--- src/pkg/ssa_pkg.sv ---
// ssa_pkg: shared types and constants for the saturating simd alu
// assumes one core clock domain; operands come from the decode stage
package ssa_pkg;

  // ----------------------------------------------------------------
  // widths and register numbers
  // ----------------------------------------------------------------
  localparam int SSA_W = 32;
  localparam int SSA_HW = 16;
  localparam int SSA_BW = 8;
  localparam logic [3:0] SSA_REG_SP = 4'hd;
  localparam logic [3:0] SSA_REG_PC = 4'hf;
  localparam int SSA_CC_PASS_LATENCY = 1;

  // ----------------------------------------------------------------
  // status word layout
  // ----------------------------------------------------------------
  localparam int SSA_N_BIT = 31;
  localparam int SSA_Z_BIT = 30;
  localparam int SSA_C_BIT = 29;
  localparam int SSA_V_BIT = 28;
  localparam int SSA_Q_BIT = 27;
  localparam logic [31:0] SSA_STATUS_RESET = 32'h0000_0000;

  // ----------------------------------------------------------------
  // operations
  // ----------------------------------------------------------------
  typedef enum logic [3:0] {
    SSA_OP_NONE        = 4'h0,
    SSA_OP_ADD_WORD    = 4'h1,
    SSA_OP_SUB_WORD    = 4'h2,
    SSA_OP_ADD_HALVES  = 4'h3,
    SSA_OP_SUB_HALVES  = 4'h4,
    SSA_OP_ADD_BYTES   = 4'h5,
    SSA_OP_SUB_BYTES   = 4'h6,
    SSA_OP_ADD_SUB_X   = 4'h7,
    SSA_OP_SUB_ADD_X   = 4'h8,
    SSA_OP_DOUBLE_ADD  = 4'h9,
    SSA_OP_DOUBLE_SUB  = 4'ha,
    SSA_OP_UADD_SUB_X  = 4'hb,
    SSA_OP_USUB_ADD_X  = 4'hc,
    SSA_OP_STATUS_WR   = 4'hd,
    SSA_OP_STATUS_RD   = 4'he
  } ssa_op_e;

  // condition codes, standard sixteen-entry encoding
  typedef enum logic [3:0] {
    SSA_CC_EQ = 4'h0, SSA_CC_NE = 4'h1, SSA_CC_CS = 4'h2, SSA_CC_CC = 4'h3,
    SSA_CC_MI = 4'h4, SSA_CC_PL = 4'h5, SSA_CC_VS = 4'h6, SSA_CC_VC = 4'h7,
    SSA_CC_HI = 4'h8, SSA_CC_LS = 4'h9, SSA_CC_GE = 4'ha, SSA_CC_LT = 4'hb,
    SSA_CC_GT = 4'hc, SSA_CC_LE = 4'hd, SSA_CC_AL = 4'he, SSA_CC_NV = 4'hf
  } ssa_cond_e;

  typedef struct packed {
    logic valid;
    ssa_op_e op;
    ssa_cond_e cond;
    logic [3:0] rd;
    logic [31:0] opa;
    logic [31:0] opb;
  } ssa_req_s;

  typedef struct packed {
    logic wr_en;
    logic [3:0] rd;
    logic [31:0] data;
  } ssa_res_s;

endpackage

--- src/rtl/ssa_lane.sv ---
// ssa_lane: one lane add or subtract with signed or unsigned clamp
// operands arrive unextended; the lane sign or zero extends them by two bits itself
module ssa_lane
  import ssa_pkg::*;
#(
  parameter int W = 8
) (
  // operands
  input wire logic [W-1:0] a,
  input wire logic [W-1:0] b,
  input wire logic sub,
  input wire logic uns,
  // result
  output logic [W-1:0] y,
  output logic sat
);

  logic [W+1:0] ext_a;
  logic [W+1:0] ext_b;
  logic [W+1:0] raw;
  logic [W-1:0] smax;
  logic [W-1:0] smin;

  // extended precision, no carry leaves the lane
  always_comb begin
    ext_a = uns ? {2'b00, a} : {{2{a[W-1]}}, a};
    ext_b = uns ? {2'b00, b} : {{2{b[W-1]}}, b};
    raw = sub ? ext_a - ext_b : ext_a + ext_b;
    smax = {1'b0, {(W-1){1'b1}}};
    smin = {1'b1, {(W-1){1'b0}}};
    y = raw[W-1:0];
    sat = 1'b0;
    if (uns) begin
      if (raw[W+1]) begin
        y = '0;
        sat = 1'b1;
      end else if (raw[W]) begin
        y = '1;
        sat = 1'b1;
      end
    end else if (raw[W+1] && !(&raw[W:W-1])) begin
      y = smin;
      sat = 1'b1;
    end else if (!raw[W+1] && (|raw[W:W-1])) begin
      y = smax;
      sat = 1'b1;
    end
  end

endmodule

--- src/rtl/ssa_cond.sv ---
// ssa_cond: condition code evaluation against n z c v
// assumes flags come from the status word of the same clock
module ssa_cond
  import ssa_pkg::*;
(
  // inputs
  input wire ssa_cond_e cond,
  input wire logic [3:0] nzcv,
  // result
  output logic pass
);

  logic n;
  logic z;
  logic c;
  logic v;

  always_comb begin
    n = nzcv[3];
    z = nzcv[2];
    c = nzcv[1];
    v = nzcv[0];
    case (cond)
      SSA_CC_EQ: pass = z;
      SSA_CC_NE: pass = !z;
      SSA_CC_CS: pass = c;
      SSA_CC_CC: pass = !c;
      SSA_CC_MI: pass = n;
      SSA_CC_PL: pass = !n;
      SSA_CC_VS: pass = v;
      SSA_CC_VC: pass = !v;
      SSA_CC_HI: pass = c && !z;
      SSA_CC_LS: pass = !c || z;
      SSA_CC_GE: pass = n == v;
      SSA_CC_LT: pass = n != v;
      SSA_CC_GT: pass = !z && (n == v);
      SSA_CC_LE: pass = z || (n != v);
      default: pass = 1'b1;
    endcase
  end

endmodule

--- src/rtl/ssa_alu.sv ---
// ssa_alu: saturating simd datapath with sticky saturation flag
// assumes decode never names the stack pointer or program counter
// assumes one request per cycle in the core clock domain

module ssa_alu
  import ssa_pkg::*;
(
  // clock and reset
  input wire logic sys_clk,
  input wire logic reset_n,
  // request from decode
  input wire ssa_req_s req,
  // result to register file
  output ssa_res_s res,
  // status word and reserved register flag
  output logic [31:0] status_word,
  output logic bad_reg
);

  // ----------------------------------------------------------------
  // state
  // ----------------------------------------------------------------
  logic [31:0] status_r;
  logic [31:0] status_nxt;
  ssa_res_s res_r;
  ssa_res_s res_nxt;

  logic pass;
  logic [31:0] result;
  logic sat_word;

  // ----------------------------------------------------------------
  // lane operand selection
  // ----------------------------------------------------------------
  logic [15:0] ha_lo;
  logic [15:0] hb_lo;
  logic [15:0] ha_hi;
  logic [15:0] hb_hi;
  logic h_sub_lo;
  logic h_sub_hi;
  logic h_uns;
  logic [15:0] hy_lo;
  logic [15:0] hy_hi;
  logic [7:0] by [4];
  logic byte_sub;

  logic [31:0] wa;
  logic [31:0] wb;
  logic w_sub;
  logic [31:0] wy;
  logic ws;
  logic [31:0] dy;
  logic ds;

  always_comb begin
    ha_lo = req.opa[15:0];
    hb_lo = req.opb[15:0];
    ha_hi = req.opa[31:16];
    hb_hi = req.opb[31:16];
    h_sub_lo = 1'b0;
    h_sub_hi = 1'b0;
    h_uns = 1'b0;
    case (req.op)
      SSA_OP_SUB_HALVES: begin
        h_sub_lo = 1'b1;
        h_sub_hi = 1'b1;
      end
      SSA_OP_ADD_SUB_X, SSA_OP_UADD_SUB_X: begin
        hb_hi = req.opb[15:0];
        hb_lo = req.opb[31:16];
        h_sub_lo = 1'b1;
        h_uns = req.op == SSA_OP_UADD_SUB_X;
      end
      SSA_OP_SUB_ADD_X, SSA_OP_USUB_ADD_X: begin
        hb_hi = req.opb[15:0];
        hb_lo = req.opb[31:16];
        h_sub_hi = 1'b1;
        h_uns = req.op == SSA_OP_USUB_ADD_X;
      end
      default: begin
      end
    endcase
  end

  ssa_lane #(.W(SSA_HW)) u_half_lo (
    .a(ha_lo),
    .b(hb_lo),
    .sub(h_sub_lo),
    .uns(h_uns),
    .y(hy_lo),
    .sat()
  );

  ssa_lane #(.W(SSA_HW)) u_half_hi (
    .a(ha_hi),
    .b(hb_hi),
    .sub(h_sub_hi),
    .uns(h_uns),
    .y(hy_hi),
    .sat()
  );

  // ----------------------------------------------------------------
  // byte lanes
  // ----------------------------------------------------------------
  assign byte_sub = req.op == SSA_OP_SUB_BYTES;

  for (genvar i = 0; i < 4; i++) begin : g_byte
    ssa_lane #(.W(SSA_BW)) u_byte (
      .a(req.opa[i*8 +: 8]),
      .b(req.opb[i*8 +: 8]),
      .sub(byte_sub),
      .uns(1'b0),
      .y(by[i]),
      .sat()
    );
  end

  // ----------------------------------------------------------------
  // word path, doubling stage feeds the add/sub stage
  // ----------------------------------------------------------------
  ssa_lane #(.W(SSA_W)) u_double (
    .a(req.opb),
    .b(req.opb),
    .sub(1'b0),
    .uns(1'b0),
    .y(dy),
    .sat(ds)
  );

  always_comb begin
    wa = req.opa;
    wb = req.opb;
    w_sub = req.op == SSA_OP_SUB_WORD;
    if (req.op == SSA_OP_DOUBLE_ADD || req.op == SSA_OP_DOUBLE_SUB) begin
      wb = dy;
      w_sub = req.op == SSA_OP_DOUBLE_SUB;
    end
  end

  ssa_lane #(.W(SSA_W)) u_word (
    .a(wa),
    .b(wb),
    .sub(w_sub),
    .uns(1'b0),
    .y(wy),
    .sat(ws)
  );

  // ----------------------------------------------------------------
  // condition check
  // ----------------------------------------------------------------
  ssa_cond u_cond (
    .cond(req.cond),
    .nzcv(status_r[SSA_N_BIT:SSA_V_BIT]),
    .pass(pass)
  );

  // ----------------------------------------------------------------
  // result and sticky flag
  // ----------------------------------------------------------------
  always_comb begin
    result = '0;
    sat_word = 1'b0;
    case (req.op)
      SSA_OP_ADD_WORD, SSA_OP_SUB_WORD: begin
        result = wy;
        sat_word = ws;
      end
      SSA_OP_DOUBLE_ADD, SSA_OP_DOUBLE_SUB: begin
        result = wy;
        sat_word = ws || ds;
      end
      SSA_OP_ADD_HALVES, SSA_OP_SUB_HALVES, SSA_OP_ADD_SUB_X, SSA_OP_SUB_ADD_X,
      SSA_OP_UADD_SUB_X, SSA_OP_USUB_ADD_X: begin
        // lane clamps left unwired on purpose: they never reach the sticky flag
        result = {hy_hi, hy_lo};
      end
      SSA_OP_ADD_BYTES, SSA_OP_SUB_BYTES: begin
        result = {by[3], by[2], by[1], by[0]};
      end
      SSA_OP_STATUS_RD: result = status_r;
      default: result = '0;
    endcase
  end

  always_comb begin
    status_nxt = status_r;
    res_nxt = '0;
    if (req.valid && pass) begin
      if (req.op == SSA_OP_STATUS_WR) begin
        status_nxt = req.opa;
      end else if (sat_word) begin
        status_nxt[SSA_Q_BIT] = 1'b1;
      end
      // n z c v never come from the arithmetic path
      if (req.op != SSA_OP_NONE && req.op != SSA_OP_STATUS_WR) begin
        res_nxt.wr_en = 1'b1;
        res_nxt.rd = req.rd;
        res_nxt.data = result;
      end
    end
  end

  always_ff @(posedge sys_clk or negedge reset_n) begin
    if (!reset_n) begin
      status_r <= SSA_STATUS_RESET;
      res_r <= '0;
    end else begin
      status_r <= status_nxt;
      res_r <= res_nxt;
    end
  end

  assign res = res_r;
  assign status_word = status_r;
  // flags a decode slip only; the result is still written as asked
  assign bad_reg = req.valid && (req.rd == SSA_REG_SP || req.rd == SSA_REG_PC);

endmodule

--- config.mk ---
export PLATFORM = sky130hd
export DESIGN_NAME = ssa_alu
export DESIGN_NICKNAME = d
export VERILOG_FILES = /design/src/pkg/ssa_pkg.sv /design/src/rtl/ssa_lane.sv /design/src/rtl/ssa_cond.sv /design/src/rtl/ssa_alu.sv
export SDC_FILE = /design/constraint.sdc
export NUM_CORES = 1
export LEC_CHECK = 0
export BUFFER_PORTS_ARGS = -buffer_cell sky130_fd_sc_hd__buf_2
export CORE_MARGIN = 3
export CORE_UTILIZATION = 40
export CTS_BUF_LIST = sky130_fd_sc_hd__clkbuf_16
export CTS_CLUSTER_DIAMETER = 200
export DETAILED_ROUTE_END_ITERATION = 12
export PLACE_DENSITY_LB_ADDON = 0.3
export SLEW_MARGIN = 20
export SYNTH_ARGS = -nofsm -noshare
export SYNTH_HDL_FRONTEND = slang
export SYNTH_SLANG_ARGS = --single-unit
--- constraint.sdc ---
create_clock -name sys_clk -period 3.3 [get_ports sys_clk]
set_clock_uncertainty 0.1 [all_clocks]
set_input_delay 0.165 -clock sys_clk [delete_from_list [all_inputs] [get_ports sys_clk]]
set_output_delay 0.165 -clock sys_clk [all_outputs]
set_load 0.005 [all_outputs]
After elaboration in Yosys (flattened, before gate mapping)
Index checks and enable logic that the tools add are counted.
{"block": "classes", "n_div": 0, "reduce_logical": 77, "bitwise": 0, "multipliers": 0, "mux": 51, "add_sub_neg": 15, "shift": 0, "n_eq_ne": 32, "magnitude_cmp": 0}
{"operator": "two-way mux 16 bit", "count": 12}
{"operator": "two-way mux 32 bit", "count": 5}
{"operator": "case mux 32 bit (4 select lines)", "count": 1}
{"operator": "two-way mux 18 bit", "count": 6}
{"operator": "two-way mux 37 bit", "count": 2}
{"operator": "adder 32 x 32 -> 33 bit", "count": 2}
{"operator": "two-way mux 8 bit", "count": 8}
{"operator": "== test 4 bit (second input constant)", "count": 15}
{"operator": "two-way mux 10 bit", "count": 4}
{"operator": "adder 18 bit", "count": 2}
{"operator": "adder 8 x 8 -> 9 bit", "count": 4}
{"operator": "subtractor 18 bit", "count": 2}
{"operator": "subtractor 8 x 8 -> 9 bit", "count": 4}
{"operator": "two-way mux 34 bit", "count": 1}
{"operator": "subtractor 32 x 32 -> 33 bit", "count": 1}
{"operator": "== test 4 x 3 -> 1 bit (second input constant)", "count": 8}
{"operator": "OR reduction 2 bit", "count": 13}
{"operator": "logical AND 1 bit", "count": 21}
{"operator": "zero test 1 bit", "count": 20}
{"operator": "AND reduction 2 bit", "count": 10}
{"operator": "== test 4 x 2 -> 1 bit (second input constant)", "count": 4}
{"operator": "case mux 1 bit (14 select lines)", "count": 1}
{"operator": "two-way mux 1 bit", "count": 9}
{"operator": "== test 4 x 1 -> 1 bit (second input constant)", "count": 2}
{"operator": "other kinds (11)", "count": 18}
{"block": "totals", "in_bits": 79, "ff_bits": 69, "ramBits": 0, "out_inout_bits": 70, "romBits": 0, "word_cells": 180, "latch_bits": 0, "mem_count": 0}

Longest topological paths before layout
Gate-level depths: netlist of run 1.
{"block": "logic_depth", "depth_word": 16, "mapped_depth": 34, "ltp_nobuf": 30}

Hierarchy
From an unflattened synthesis of run 1, not the netlist that was laid out.
{"block": "hier_totals", "cells_unflattened": 2360, "hier_area_um2": 17850.9}
{"module": "ssa_alu", "area_per_inst_um2": 5148.7, "cells_per_inst": 573, "n_inst": 1, "seq_area_each_um2": 1726.7}
{"module": "ssa_lane (u_double)", "area_per_inst_um2": 3200.6, "cells_per_inst": 448, "n_inst": 1, "seq_area_each_um2": 0.0}
{"module": "ssa_lane (g_byte[0].u_byte ...)", "area_per_inst_um2": 790.8, "cells_per_inst": 108, "n_inst": 4, "seq_area_each_um2": 0.0}
{"module": "ssa_lane (u_word)", "area_per_inst_um2": 3036.7, "cells_per_inst": 431, "n_inst": 1, "seq_area_each_um2": 0.0}
{"module": "ssa_lane (u_half_hi)", "area_per_inst_um2": 1595.3, "cells_per_inst": 237, "n_inst": 1, "seq_area_each_um2": 0.0}
{"module": "ssa_lane (u_half_lo)", "area_per_inst_um2": 1541.5, "cells_per_inst": 216, "n_inst": 1, "seq_area_each_um2": 0.0}
{"module": "ssa_cond", "area_per_inst_um2": 165.2, "cells_per_inst": 23, "n_inst": 1, "seq_area_each_um2": 0.0}

Worst setup path after synthesis of run 1
OpenSTA, ideal clock, no wires.
{"block": "synth_path", "path_kind": "input to register", "startpoint": "input port req[72] (netlist bit)", "endpoint": "register res_r (netlist bit res[28])", "arrival_ps": 5856, "t_required_ps": 3109, "setup_time_ps": 91, "path_buffers": 7, "stages": 33, "setup_slack_ps": -2747, "cell_sequence": "buf_2 > buf_4 > buf_4 > xor2_2 > nand2_2 > clkbuf_1 > clkbuf_1 > buf_1 > a21oi_1 > ha_1 > inv_1 > a221oi_2 > and3_1 > and2_1 > a21oi_1 > xor2_1 > ha_1 > a21o_1 > a21o_1 > a21oi_1 > o21ai_0 > a22oi_1 > nand3_1 > nand2_1 > o21ai_0 > a21o_1 > xnor2_1 > ha_1 > nor3_1 > clkbuf_1 > o21ai_0 > and3_1 > o221ai_1"}
{"element": "from (decl)", "line": "ssa_alu.sv:12", "text": "input wire ssa_req_s req,"}
{"element": "to (signal assigned)", "line": "ssa_alu.sv:211", "text": "res_r <= res_nxt;"}
{"element": "to (decl)", "line": "ssa_alu.sv:25", "text": "ssa_res_s res_r;"}

==> out/results.tsv, run 1 <==
stage	metric	value	unit
run_status	status	complete, but fails checks	
run_status	failing checks	negative setup slack	
clock_tree	CTS Buf Count	9	
synth	Post-Synth XOR/XNOR Area	0.1273	
synth	ys flop type	dfrtp_1	
synth	Compound-Gate Fraction of Synth Area	0.3000	
synth	post-synth top area share	0.1348	
power_and_ir_drop	Switching Share	0.4379	
power_and_ir_drop	Leakage	9.514	nW
worst_setup_path	Crit Reg-Reg Startpoint	status_word[28]$_DFFE_PN0P_	
cells_and_area	final core utilization	0.6496	
synth	post-synthesis sequential area ratio	0.1348	
floorplan	core area	31070	um^2
synth	synth top area cells	dfrtp_1, ha_1, xnor2_1, a21oi_1, nor2_1	
power_and_ir_drop	Pint	4.790	mW
power_and_ir_drop	Total Power	8.521	mW
cells_and_area	area grow syn2layout	57.60	%
route	TritonRoute pass-1 iters	6	
synth	largest family of logic cells by synthesized area	compound AO/OA/AOI/OAI gates	
place	routability-driven placement congestion ratio	1.049	
synth	Distinct cells, synth	100	
worst_setup_path	worst reg2reg endpoint	res[1]$_DFF_PN0_	
sta	minimum clock period	5.142	ns
place	Detail Placement HPWL	48680	um
power_and_ir_drop	Comb pwr share	0.713	
floorplan	Ports	149	
global_routing	largest net degree at the start of global routing	70	
route	WL final	61310	um
synth	Syn Area/Cell	7.471	um^2
place	IO buf count	148	
synth	adder-cell share of the synthesized area	0.1204	
clock_tree	clock buffer depth	2	
synth	cell area after synthesis	12810	um^2
synth	Yosys warnings	0	
synth	Seq cells post-synth	69	
worst_setup_path	Worst EP required	3.45	ns
global_routing	vias in the first global route	16290	
floorplan	Die Ht	184.9	um
sta	final worst slack	-1.842	ns
cells_and_area	nets	2625	
place	Inst Count DP	2746	
global_routing	GRT Resource Usage Total	0.3459	
synth	largest area contributor in the netlist	dfrtp_1	
floorplan	Die W	184.9	um
power_and_ir_drop	Max IR drop VDD	243.9	uV
synth	mux contribution to synthesized area	0.03947	
sta	Final Cycle Share	1.558	
global_routing	first-pass GRT wire length	91920	um
sta	RSZ-0062 raised after global routing	true	
synth	ys async rst share	1.000	
floorplan	Initial Util	0.4122	
worst_setup_path	cell mode on critical path	o211ai_1	
synth	syn_nets	1912	
worst_setup_path	worst-path fanout max	7	
clock_tree	CTS Root Cell	clkbuf_16	
cells_and_area	share of post-route cells with drive strength above 1	0.4297	
sta	FMAX	194.5	MHz
sta	final hold violation count	0	
hold_path	WHS Endpoint	status_word[24]$_DFFE_PN0P_	
route	Wirelength per Cell	21.67	um
synth	cells after synthesis	1714	
hold_path	hold path cells	2	
power_and_ir_drop	clock power share	0.151	
clock_tree	Reg clk slew, reported paths	0.07	ns
route	via count	16850	
cells_and_area	post-route cell area	20180	um^2
floorplan	Die ar.	34200	um^2
global_routing	initial antenna violation count	5	
worst_setup_path	critical path class	primary input to flop	
job	max_cap viols	0	
cells_and_area	Post-Layout Cell Count	2829	
floorplan	# rows	64	
synth	post-synthesis simple-gate area fraction	0.2232	
synth	EDFF count, synth	0	
worst_setup_path	reg2reg setup slack	-0.07	ns
worst_setup_path	max incr delay on CP	0.40	ns
global_routing	GR Overflow Total	0	
route	Vias per Instance	5.956	
place	Post-DP Area	18210	um^2
power_and_ir_drop	sw power	3.731	mW
sta	pins over their slew limit	0	
route	DR DRC count	0	
hold_path	Hold Crit Start	req[56]	
worst_setup_path	Setup crit end kind	flop	
clock_tree	CTS HTree Levels	3	
hold_path	HP Class	primary input to flop	
sta	pin slew with the least headroom to its limit	0.9974	ns
worst_setup_path	slowest stage cell, crit path	ha_2	
power_and_ir_drop	Sequential Power Share	0.136	
worst_setup_path	crit path DAT	5.29	ns
worst_setup_path	reg2reg path depth	9	
sta	Setup violations, final	33	
route	Post-DRT Antenna Nets	0	
clock_tree	# clock sinks	69	
power_and_ir_drop	power density cells	422.2	nW/um^2
route	Initial DRC Count	2099	
sta	Worst slew margin	0.3351	
clock_tree	worst-skew pair later-pin latency	0.36	ns
worst_setup_path	startpoint types	primary input	
clock_tree	CTS tree	done	
-- worst max-delay path by stage --
| stage | cells after the start | slack (ns) | endpoint | startpoint |
|---|---|---|---|---|
| final | 31 | -1.84 | res[27]$_DFF_PN0_ | req[72] |
| after global routing | 30 | -1.98 | res[27]$_DFF_PN0_ | req[72] |
| after CTS | 30 | -1.51 | res[19]$_DFF_PN0_ | req[73] |
| after detailed placement | 26 | -2.30 | res[2]$_DFF_PN0_ | req[31] |
| after global placement | 31 | -2.14 | res[8]$_DFF_PN0_ | req[31] |
| after floorplan | 34 | -2.12 | res[29]$_DFF_PN0_ | req[72] |
-- routing by layer --
layer | wire length (um) | part of all wire | track usage | up-vias
met2 | 26990 | 0.44 | 0.5320 | 856
met4 | 2348 | 0.038 | 0.1245 | 6
met3 | 6370 | 0.10 | 0.08111 | 165
met5 | 45 | 0.00073 | 0 | -
li1 | - | - | - | 7759
met1 | 25560 | 0.42 | 0.4740 | 8064
-- worst max-delay path: cells and delay by family --
kind	cells	cell delay (ns)
AOI/OAI and AO/OA	12	2.01
buffers and inverters	9	1.14
xor gates and xnor gates	3	0.70
and+or+nand+nor	5	0.63
adders and majority gates	2	0.63
-- power groups by stage --
| stage | registers (mW) | logic, mW | clock network [mW] |
|---|---|---|---|
| global route | 1.17 | 6.48 | 1.33 |
| CTS | 1.15 | 5.65 | 1.28 |
| global placement | 1.17 | 5.07 | 0 |
| floorplan | 1.15 | 2.79 | 0 |
| detailed placement | 1.16 | 5.16 | 0 |
| finish | 1.16 | 6.08 | 1.28 |
-- synthesized netlist by cell type, types with 6 or more instances --
master and n:
a21oi_1 176, nor2_1 173, xnor2_1 115, ha_1 112, nand2_1 105, o21ai_0 104, dfrtp_1 69, inv_1 62
clkbuf_1 60, xor2_1 58, nor3_1 52, a21o_1 36, mux2_2 32, nand2b_1 32, a31oi_1 28, nand3_1 28
nor2b_1 28, o211ai_1 23, o21bai_1 21, o21a_1 20, and2_1 19, buf_2 18, o31ai_1 18, a221oi_1 17
or3_1 17, nor3b_1 16, a211oi_1 15, nor4_1 13, a221o_1 11, and3_1 11, nand4_1 11, o2111ai_1 11
buf_1 10, mux2i_1 10, o221ai_1 10, or2_2 10, o22ai_1 9, nand3b_1 8, o21ai_1 8, o221a_2 8
fa_1 7, a21boi_0 6, buf_4 6, buf_6 6, o41ai_1 6
-- through the flow --
step | worst slack (ns) | TNS (ns) | hold slack (ns)
after floorplan | -2.124 | -64.59 | -0.2306
after global placement | -2.140 | -66.13 | 0.2673
after detailed placement | -2.305 | -71.19 | 0.2867
after CTS | -1.511 | -45.43 | 0.04010
after global routing | -1.976 | -60.92 | 0.04403
final | -1.842 | -56.17 | 0.05832
-- repair_timing --
action / CTS / global route
hold buffers: 7 / 0
hold endpoints to repair: 75 / 0
pin swaps: 83 / 74
endpoints found under the setup margin: 33 / 33
setup buffers: 49 / 17
resized for setup: 158 / 81
-- layout by cell type, fill, tap and decap left out, types with 19 or more instances in the layout --
cell type  instances
inv_1             61
buf_4            608
o211ai_1          23
a21o_1            36
o21ai_0           77
buf_2            144
nor2b_1           27
buf_6             27
dfrtp_1           69
a31oi_1           25
nand2_1          102
nand3_1           22
xor2_1            56
ha_1             102
mux2_2            31
nor2_1           157
o21bai_1          19
nor3_1            45
nand2b_1          30
a21oi_1          164
xnor2_1          107
-- cell type report --
type                       instances  area, um^2
multi-input combinational       1482       11400
clock inverter                     7       146.4
tap                              396       495.5
timing repair buffer             802        5947
sequential                        69        1727
antenna                            1       2.502
inverter                          63       236.5
fill                            2675       10890
clock buffer                       9       225.2
-- sequential cells by signal (all words and copies together), names as in the netlist --
name and flops:
status_word 32, res 37
-- cells by family after synthesis --
kind of cell | after synthesis
AND/OR/NAND/NOR | 557
XOR/XNOR | 179
buffers and inverters | 163
flip-flops | 69
multiplexers | 44
adder cells (fa/ha/maj) | 119
AO/OA/AOI/OAI | 583
Note: power is estimated with default switching activity, not from simulation.
==> run 2: changes to the inputs <==
CORE_ASPECT_RATIO = 1.1   (was not set)
==> out/results.tsv, run 2 (same netlist as run 1, synthesis figures left out) <==
stage	metric	value	unit	change
worst_setup_path	reg2reg setup slack	-0.20	ns	-0.13 ns
global_routing	first-pass GRT wire length	94190	um	+2.5%
place	Inst Count DP	2778		+1.2%
clock_tree	CTS HTree Levels	3		unchanged
sta	final hold slack	0.01877	ns	-0.03955 ns
place	routability-driven placement congestion ratio	0.9843		-6.1%
floorplan	Ports	149		unchanged
cells_and_area	Post-Layout Cell Count	2888		+2.1%
clock_tree	# clock sinks	69		unchanged
worst_setup_path	cell class contributing the biggest share of worst-path delay	compound AO/OA/AOI/OAI gates		
global_routing	largest net degree at the start of global routing	70		unchanged
cells_and_area	most frequent cells in the layout	buf_4, a21oi_1, nor2_1		
worst_setup_path	worst path buffer plus inverter count	5		-4
place	Detail Placement HPWL	50440	um	+3.6%
clock_tree	CTS Root Cell	clkbuf_16		
worst_setup_path	Worst EP required	3.42	ns	-0.03 ns
global_routing	GRT Resource Usage Total	0.3568		+0.01091
sta	final worst slack	-1.525	ns	+0.3168 ns
floorplan	Die Ht	193.7	um	+4.7%
power_and_ir_drop	sw power	3.827	mW	+2.6%
worst_setup_path	startpoint types	primary input		
floorplan	Die ar.	34200	um^2	about the same
route	Vias per Instance	5.839		-2.0%
power_and_ir_drop	Sequential Power Share	0.136		about the same
sta	minimum clock period	4.825	ns	-0.3168 ns
worst_setup_path	Crit Reg-Reg Startpoint	status_word[28]$_DFFE_PN0P_		
sta	Setup violations, final	33		unchanged
clock_tree	CTS tree	done		
worst_setup_path	critical path class	primary input to flop		
worst_setup_path	reg2reg path depth	9		unchanged
global_routing	GR Overflow Total	0		unchanged
worst_setup_path	worst-path fanout max	11		+4
sta	final hold violation count	0		unchanged
job	max_cap viols	0		unchanged
sta	Final Cycle Share	1.462		-0.09599
worst_setup_path	slowest stage cell, crit path	ha_1		
cells_and_area	nets	2660		+1.3%
power_and_ir_drop	Comb pwr share	0.738		+0.025
sta	FMAX	207.2	MHz	+6.6%
route	Wirelength per Cell	21.90	um	+1.1%
route	TritonRoute pass-1 iters	5		-1
worst_setup_path	CP startpoint	req[72]		
global_routing	vias in the first global route	16180		-0.65%
worst_setup_path	crit path DAT	4.95	ns	-0.34 ns
sta	RSZ-0062 raised after global routing	true		
worst_setup_path	max incr delay on CP	0.38	ns	-0.02 ns
worst_setup_path	Levels on crit path	28		-9.7%
route	Post-DRT Antenna Nets	0		unchanged
sta	pin slew with the least headroom to its limit	1.019	ns	+0.02140 ns
worst_setup_path	Worst Setup EP	res[19]$_DFF_PN0_		
sta	pins over their slew limit	0		unchanged
worst_setup_path	worst reg2reg endpoint	res[14]$_DFF_PN0_		
route	WL final	63260	um	+3.2%
route	DR DRC count	0		unchanged
floorplan	core area	31480	um^2	+1.3%
clock_tree	worst-skew pair later-pin latency	0.35	ns	about the same
floorplan	Initial Util	0.4068		-0.005373
cells_and_area	filler cell count	2739		+2.4%
place	IO buf count	148		unchanged
clock_tree	Reg clk slew, reported paths	0.06	ns	about the same
cells_and_area	share of post-route cells with drive strength above 1	0.4520		+0.02228
floorplan	Die W	176.6	um	-4.5%
worst_setup_path	Setup crit end kind	flop		
run_status	failing checks	negative setup slack		
power_and_ir_drop	Leakage	9.754	nW	+2.5%
clock_tree	clock buffer depth	2		unchanged
power_and_ir_drop	Pint	4.802	mW	+0.24%
cells_and_area	area grow syn2layout	62.48	%	
clock_tree	CTS Buf Count	9		unchanged
cells_and_area	Largest register FFs	37		unchanged
hold_path	HP Class	primary input to flop		
cells_and_area	commonest non-fill, non-tap cell in the layout	buf_4		
global_routing	initial antenna violation count	2		-3
power_and_ir_drop	Switching Share	0.4435		+0.005615
route	via count	16860		+0.083%
power_and_ir_drop	Max IR drop VDD	250.7	uV	+2.8%
power_and_ir_drop	clock power share	0.126		-0.025
floorplan	# rows	68		+6.3%
run_status	status	complete, but fails checks		
sta	Worst slew margin	0.3208		-0.01426
power_and_ir_drop	power density cells	414.7	nW/um^2	-1.8%
route	Initial DRC Count	1273		-39%
[run 2: cell types whose count changed in the layout (fill, tap and decap cells not counted), moves of 4 or more]
cell	delta
a21oi_1	-8
buf_6	+11
nor2_1	-9
a21oi_2	+8
buf_4	+25
nor2_2	+5
nor2_4	+4
nand2_2	+4
[run 2: repair_timing]
action,in CTS,in global routing
hold buffers,6,0
resized for setup,245,70
hold endpoints to repair,74,0
pin swaps,132,44
setup buffers,65,25
endpoints found under the setup margin,33,33
cloned,5,0
[run 2: stage by stage]
step	power (mW)	area [um^2]	setup slack, ns	util	setup TNS, ns
2_1_floorplan	3.940	13010	-2.124	-	-64.59
3_3_place_gp	6.347	18260	-2.183	0.5800	-66.03
5_1_grt	9.096	20810	-1.714	0.6609	-52.65
4_1_cts	8.208	20290	-1.418	0.6446	-42.30
3_5_place_dp	6.420	18260	-2.284	0.5800	-70.27
6_report	8.629	20810	-1.525	0.6610	-46.56
[run 2: power groups by stage]
stage          registers (mW)  logic, mW  clock network (mW)
3_5_place_dp             1.17       5.25                   0
6_report                 1.17       6.37                1.09
4_1_cts                  1.16       5.95                1.10
2_1_floorplan            1.15       2.79                   0
3_3_place_gp             1.17       5.18                   0
5_1_grt                  1.19       6.78                1.13
[run 2: worst min path at each step]
stage	from	end	slack, ns	depth (start not counted)
floorplan	reset_n	res[0]$_DFF_PN0_	-0.23	0
global placement	reset_n	res[20]$_DFF_PN0_	0.25	1
detailed placement	reset_n	res[20]$_DFF_PN0_	0.27	1
CTS	req[48]	status_word[16]$_DFFE_PN0P_	0.006	2
global route	req[48]	status_word[16]$_DFFE_PN0P_	0.02	2
finish	req[48]	status_word[16]$_DFFE_PN0P_	0.02	2
[run 2: final cells by class]
cell class | instances | area, um^2 | share of cell area
Antenna cell | 1 | 2.502 | 0.0001203
Clock buffer | 9 | 225.2 | 0.01082
Clock inverter | 7 | 90.09 | 0.004330
Inverter | 63 | 236.5 | 0.01136
Multi-Input combinational cell | 1483 | 11700 | 0.5623
Sequential cell | 69 | 1727 | 0.08298
Tap cell | 420 | 525.5 | 0.02526
Timing Repair Buffer | 836 | 6301 | 0.3028
[run 2: layer usage]
layer	GRT usage	share of wire
met5	0	0
met1	0.5007	0.44
met4	0.1237	0.041
met2	0.5535	0.44
met3	0.05954	0.078
==> run 3: changes to the inputs <==
--- a/config.mk
+++ b/config.mk
@@ -13,4 +13,5 @@
 export CTS_CLUSTER_DIAMETER = 200
 export DETAILED_ROUTE_END_ITERATION = 12
+export GPL_TIMING_DRIVEN = 1
 export PLACE_DENSITY_LB_ADDON = 0.3
 export SLEW_MARGIN = 20
==> constraint.sdc (replaced) <==
create_clock -name sys_clk -period 3.3 [get_ports sys_clk]
set_clock_uncertainty 0.1 [all_clocks]
set_input_delay 0.495 -clock sys_clk [delete_from_list [all_inputs] [get_ports sys_clk]]
set_output_delay 0.495 -clock sys_clk [all_outputs]
set_load 0.005 [all_outputs]
==> out/results.tsv, run 3 (same netlist as run 1, synthesis figures left out) <==
stage	metric	value	unit	change
run_status	status	complete, but fails checks		
run_status	failing checks	negative setup slack		
floorplan	Ports	149		unchanged
route	Post-DRT Antenna Nets	0		unchanged
sta	minimum clock period	5.277	ns	+0.4521 ns
global_routing	largest net degree at the start of global routing	33		-53%
clock_tree	Reg clk slew, reported paths	0.07	ns	about the same
power_and_ir_drop	sw power	3.840	mW	+0.35%
place	routability-driven placement congestion ratio	0.9984		+1.4%
floorplan	Die Ht	193.7	um	unchanged
worst_setup_path	Crit Reg-Reg Startpoint	status_word[28]$_DFFE_PN0P_		
floorplan	# rows	68		unchanged
power_and_ir_drop	Max IR drop VDD	326.0	uV	+30%
worst_setup_path	worst reg2reg endpoint	res[24]$_DFF_PN0_		
power_and_ir_drop	Leakage	9.775	nW	+0.22%
sta	Worst slew margin	0.4990		+0.1782
hold_path	HP Class	primary input to flop		
job	max_cap viols	0		unchanged
sta	Final Cycle Share	1.599		+0.1370
place	pre-CTS WS	-2.632	ns	-0.3487 ns
hold_path	hold path cells	2		unchanged
cells_and_area	Largest register FFs	37		unchanged
clock_tree	CTS HTree Levels	3		unchanged
hold_path	WHS Endpoint	res[33]$_DFF_PN0_		
power_and_ir_drop	Pint	4.799	mW	about the same
clock_tree	clock buffer depth	2		unchanged
sta	pins over their slew limit	0		unchanged
cells_and_area	area grow syn2layout	63.05	%	
route	Initial DRC Count	1639		+29%
worst_setup_path	startpoint types	primary input		
route	WL final	63790	um	+0.85%
route	TritonRoute pass-1 iters	5		unchanged
power_and_ir_drop	power density cells	413.8	nW/um^2	-0.22%
floorplan	core area	31480	um^2	unchanged
cells_and_area	final core utilization	0.6633		+0.002305
worst_setup_path	crit path DAT	5.46	ns	+0.51 ns
place	Detail Placement HPWL	50740	um	+0.59%
clock_tree	CTS tree	done		
cells_and_area	nets	2668		+0.30%
worst_setup_path	Setup crit end kind	flop		
clock_tree	worst-skew pair later-pin latency	0.36	ns	about the same
worst_setup_path	reg2reg path depth	12		+3
route	Wirelength per Cell	22.03	um	+0.57%
power_and_ir_drop	clock power share	0.128		+0.002
global_routing	first-pass GRT wire length	95390	um	+1.3%
worst_setup_path	critical path class	primary input to flop		
global_routing	initial antenna violation count	0		-2
global_routing	vias in the first global route	16400		+1.3%
floorplan	Initial Util	0.4068		unchanged
sta	FMAX	189.5	MHz	-8.6%
clock_tree	CTS Buf Count	9		unchanged
route	Vias per Instance	5.853		+0.23%
worst_setup_path	reg2reg setup slack	0.18	ns	+0.38 ns
global_routing	GR Overflow Total	0		unchanged
floorplan	Die ar.	34200	um^2	unchanged
cells_and_area	commonest non-fill, non-tap cell in the layout	buf_4		
sta	final hold violation count	0		unchanged
hold_path	Hold Crit Start	req[65]		
sta	final worst slack	-1.977	ns	-0.4521 ns
global_routing	GRT Resource Usage Total	0.3591		+0.002352
cells_and_area	share of post-route cells with drive strength above 1	0.4646		+0.01268
clock_tree	CTS Root Cell	clkbuf_16		
worst_setup_path	worst-path fanout max	8		-3
sta	pin slew with the least headroom to its limit	0.7515	ns	-0.2674 ns
place	IO buf count	148		unchanged
power_and_ir_drop	Comb pwr share	0.736		-0.002
route	via count	16950		+0.50%
cells_and_area	most frequent cells in the layout	buf_4, a21oi_1, nor2_1		
worst_setup_path	Worst EP required	3.48	ns	+0.06 ns
floorplan	Die W	176.6	um	unchanged
power_and_ir_drop	Sequential Power Share	0.136		about the same
sta	Setup violations, final	33		unchanged
route	DR DRC count	0		unchanged
clock_tree	# clock sinks	69		unchanged
power_and_ir_drop	Switching Share	0.4445		+0.0009869
sta	RSZ-0062 raised after global routing	true		
run 3: worst max-delay path, stage by stage:
cell       delay (ns)
buf_12           0.12
xor2_4           0.30
nand2_8          0.14
a21oi_4          0.21
ha_4             0.17
inv_2            0.05
a221oi_4         0.24
and3_4           0.24
and2_4           0.16
a31oi_4          0.09
xor2_1           0.19
ha_2             0.24
a2111oi_4        0.43
o21ai_2          0.12
a41oi_4          0.24
nand4_1          0.12
o211ai_1         0.19
o211ai_1         0.16
o211ai_1         0.16
xnor2_2          0.14
ha_2             0.21
or3_4            0.38
buf_12           0.16
buf_6            0.12
o211ai_1         0.18
nand2_1          0.10
o21ai_1          0.10
run 3: timing repair:
action,CTS,global route
buffers inserted,55,22
cloned,1,0
hold buffers,1,0
pin swaps,73,101
endpoints found under the setup margin,33,33
endpoints found under the hold margin,22,0
gates resized for setup,152,174
run 3: power groups by stage:
stage / sequential [mW] / clock [mW] / combinational [mW]
6_report: 1.17 / 1.11 / 6.36
5_1_grt: 1.18 / 1.14 / 6.80
4_1_cts: 1.16 / 1.11 / 5.76
3_5_place_dp: 1.17 / 0 / 5.26
3_3_place_gp: 1.17 / 0 / 5.20
2_1_floorplan: 1.15 / 0 / 2.79
run 3: through the flow:
step	power, mW	hold WS (ns)	area, um^2	setup TNS [ns]	instances
floorplan	3.940	0.09941	13010	-75.48	1714
global placement	6.368	0.3706	18440	-75.71	2802
detailed placement	6.435	0.3731	18440	-79.96	2802
CTS	8.036	0.2315	19910	-55.17	2875
global route	9.124	0.2480	20880	-67.71	2895
finish	8.639	0.2364	20880	-60.67	2896
run 3: area by class of cell:
| type | count | area [um^2] |
|---|---|---|
| multi-input cells | 1482 | 11790 |
| flip-flops and latches | 69 | 1727 |
| diodes | 1 | 2.502 |
| clock inverters | 7 | 90.09 |
| fillers | 2695 | 10600 |
| clock buffers | 9 | 225.2 |
| inverters | 63 | 236.5 |
| well taps | 420 | 525.5 |
| repair buffers | 845 | 6284 |
run 3: worst max-delay path by stage:
stage	start	endpoint
6_report	req[72]	res[27]$_DFF_PN0_
3_3_place_gp	req[74]	res[5]$_DFF_PN0_
3_5_place_dp	req[74]	res[4]$_DFF_PN0_
2_1_floorplan	req[72]	res[29]$_DFF_PN0_
5_1_grt	req[31]	res[27]$_DFF_PN0_
4_1_cts	req[73]	res[4]$_DFF_PN0_
run 3: layer usage:
layer,routed length (um),vias to the layer above,track usage,part of all wire
met1,26880,8127,0.4992,0.42
met4,3114,0,0.1470,0.049
li1,-,7832,-,-
met5,0,-,0,0
met2,27860,821,0.5464,0.44
met3,5948,169,0.06737,0.093
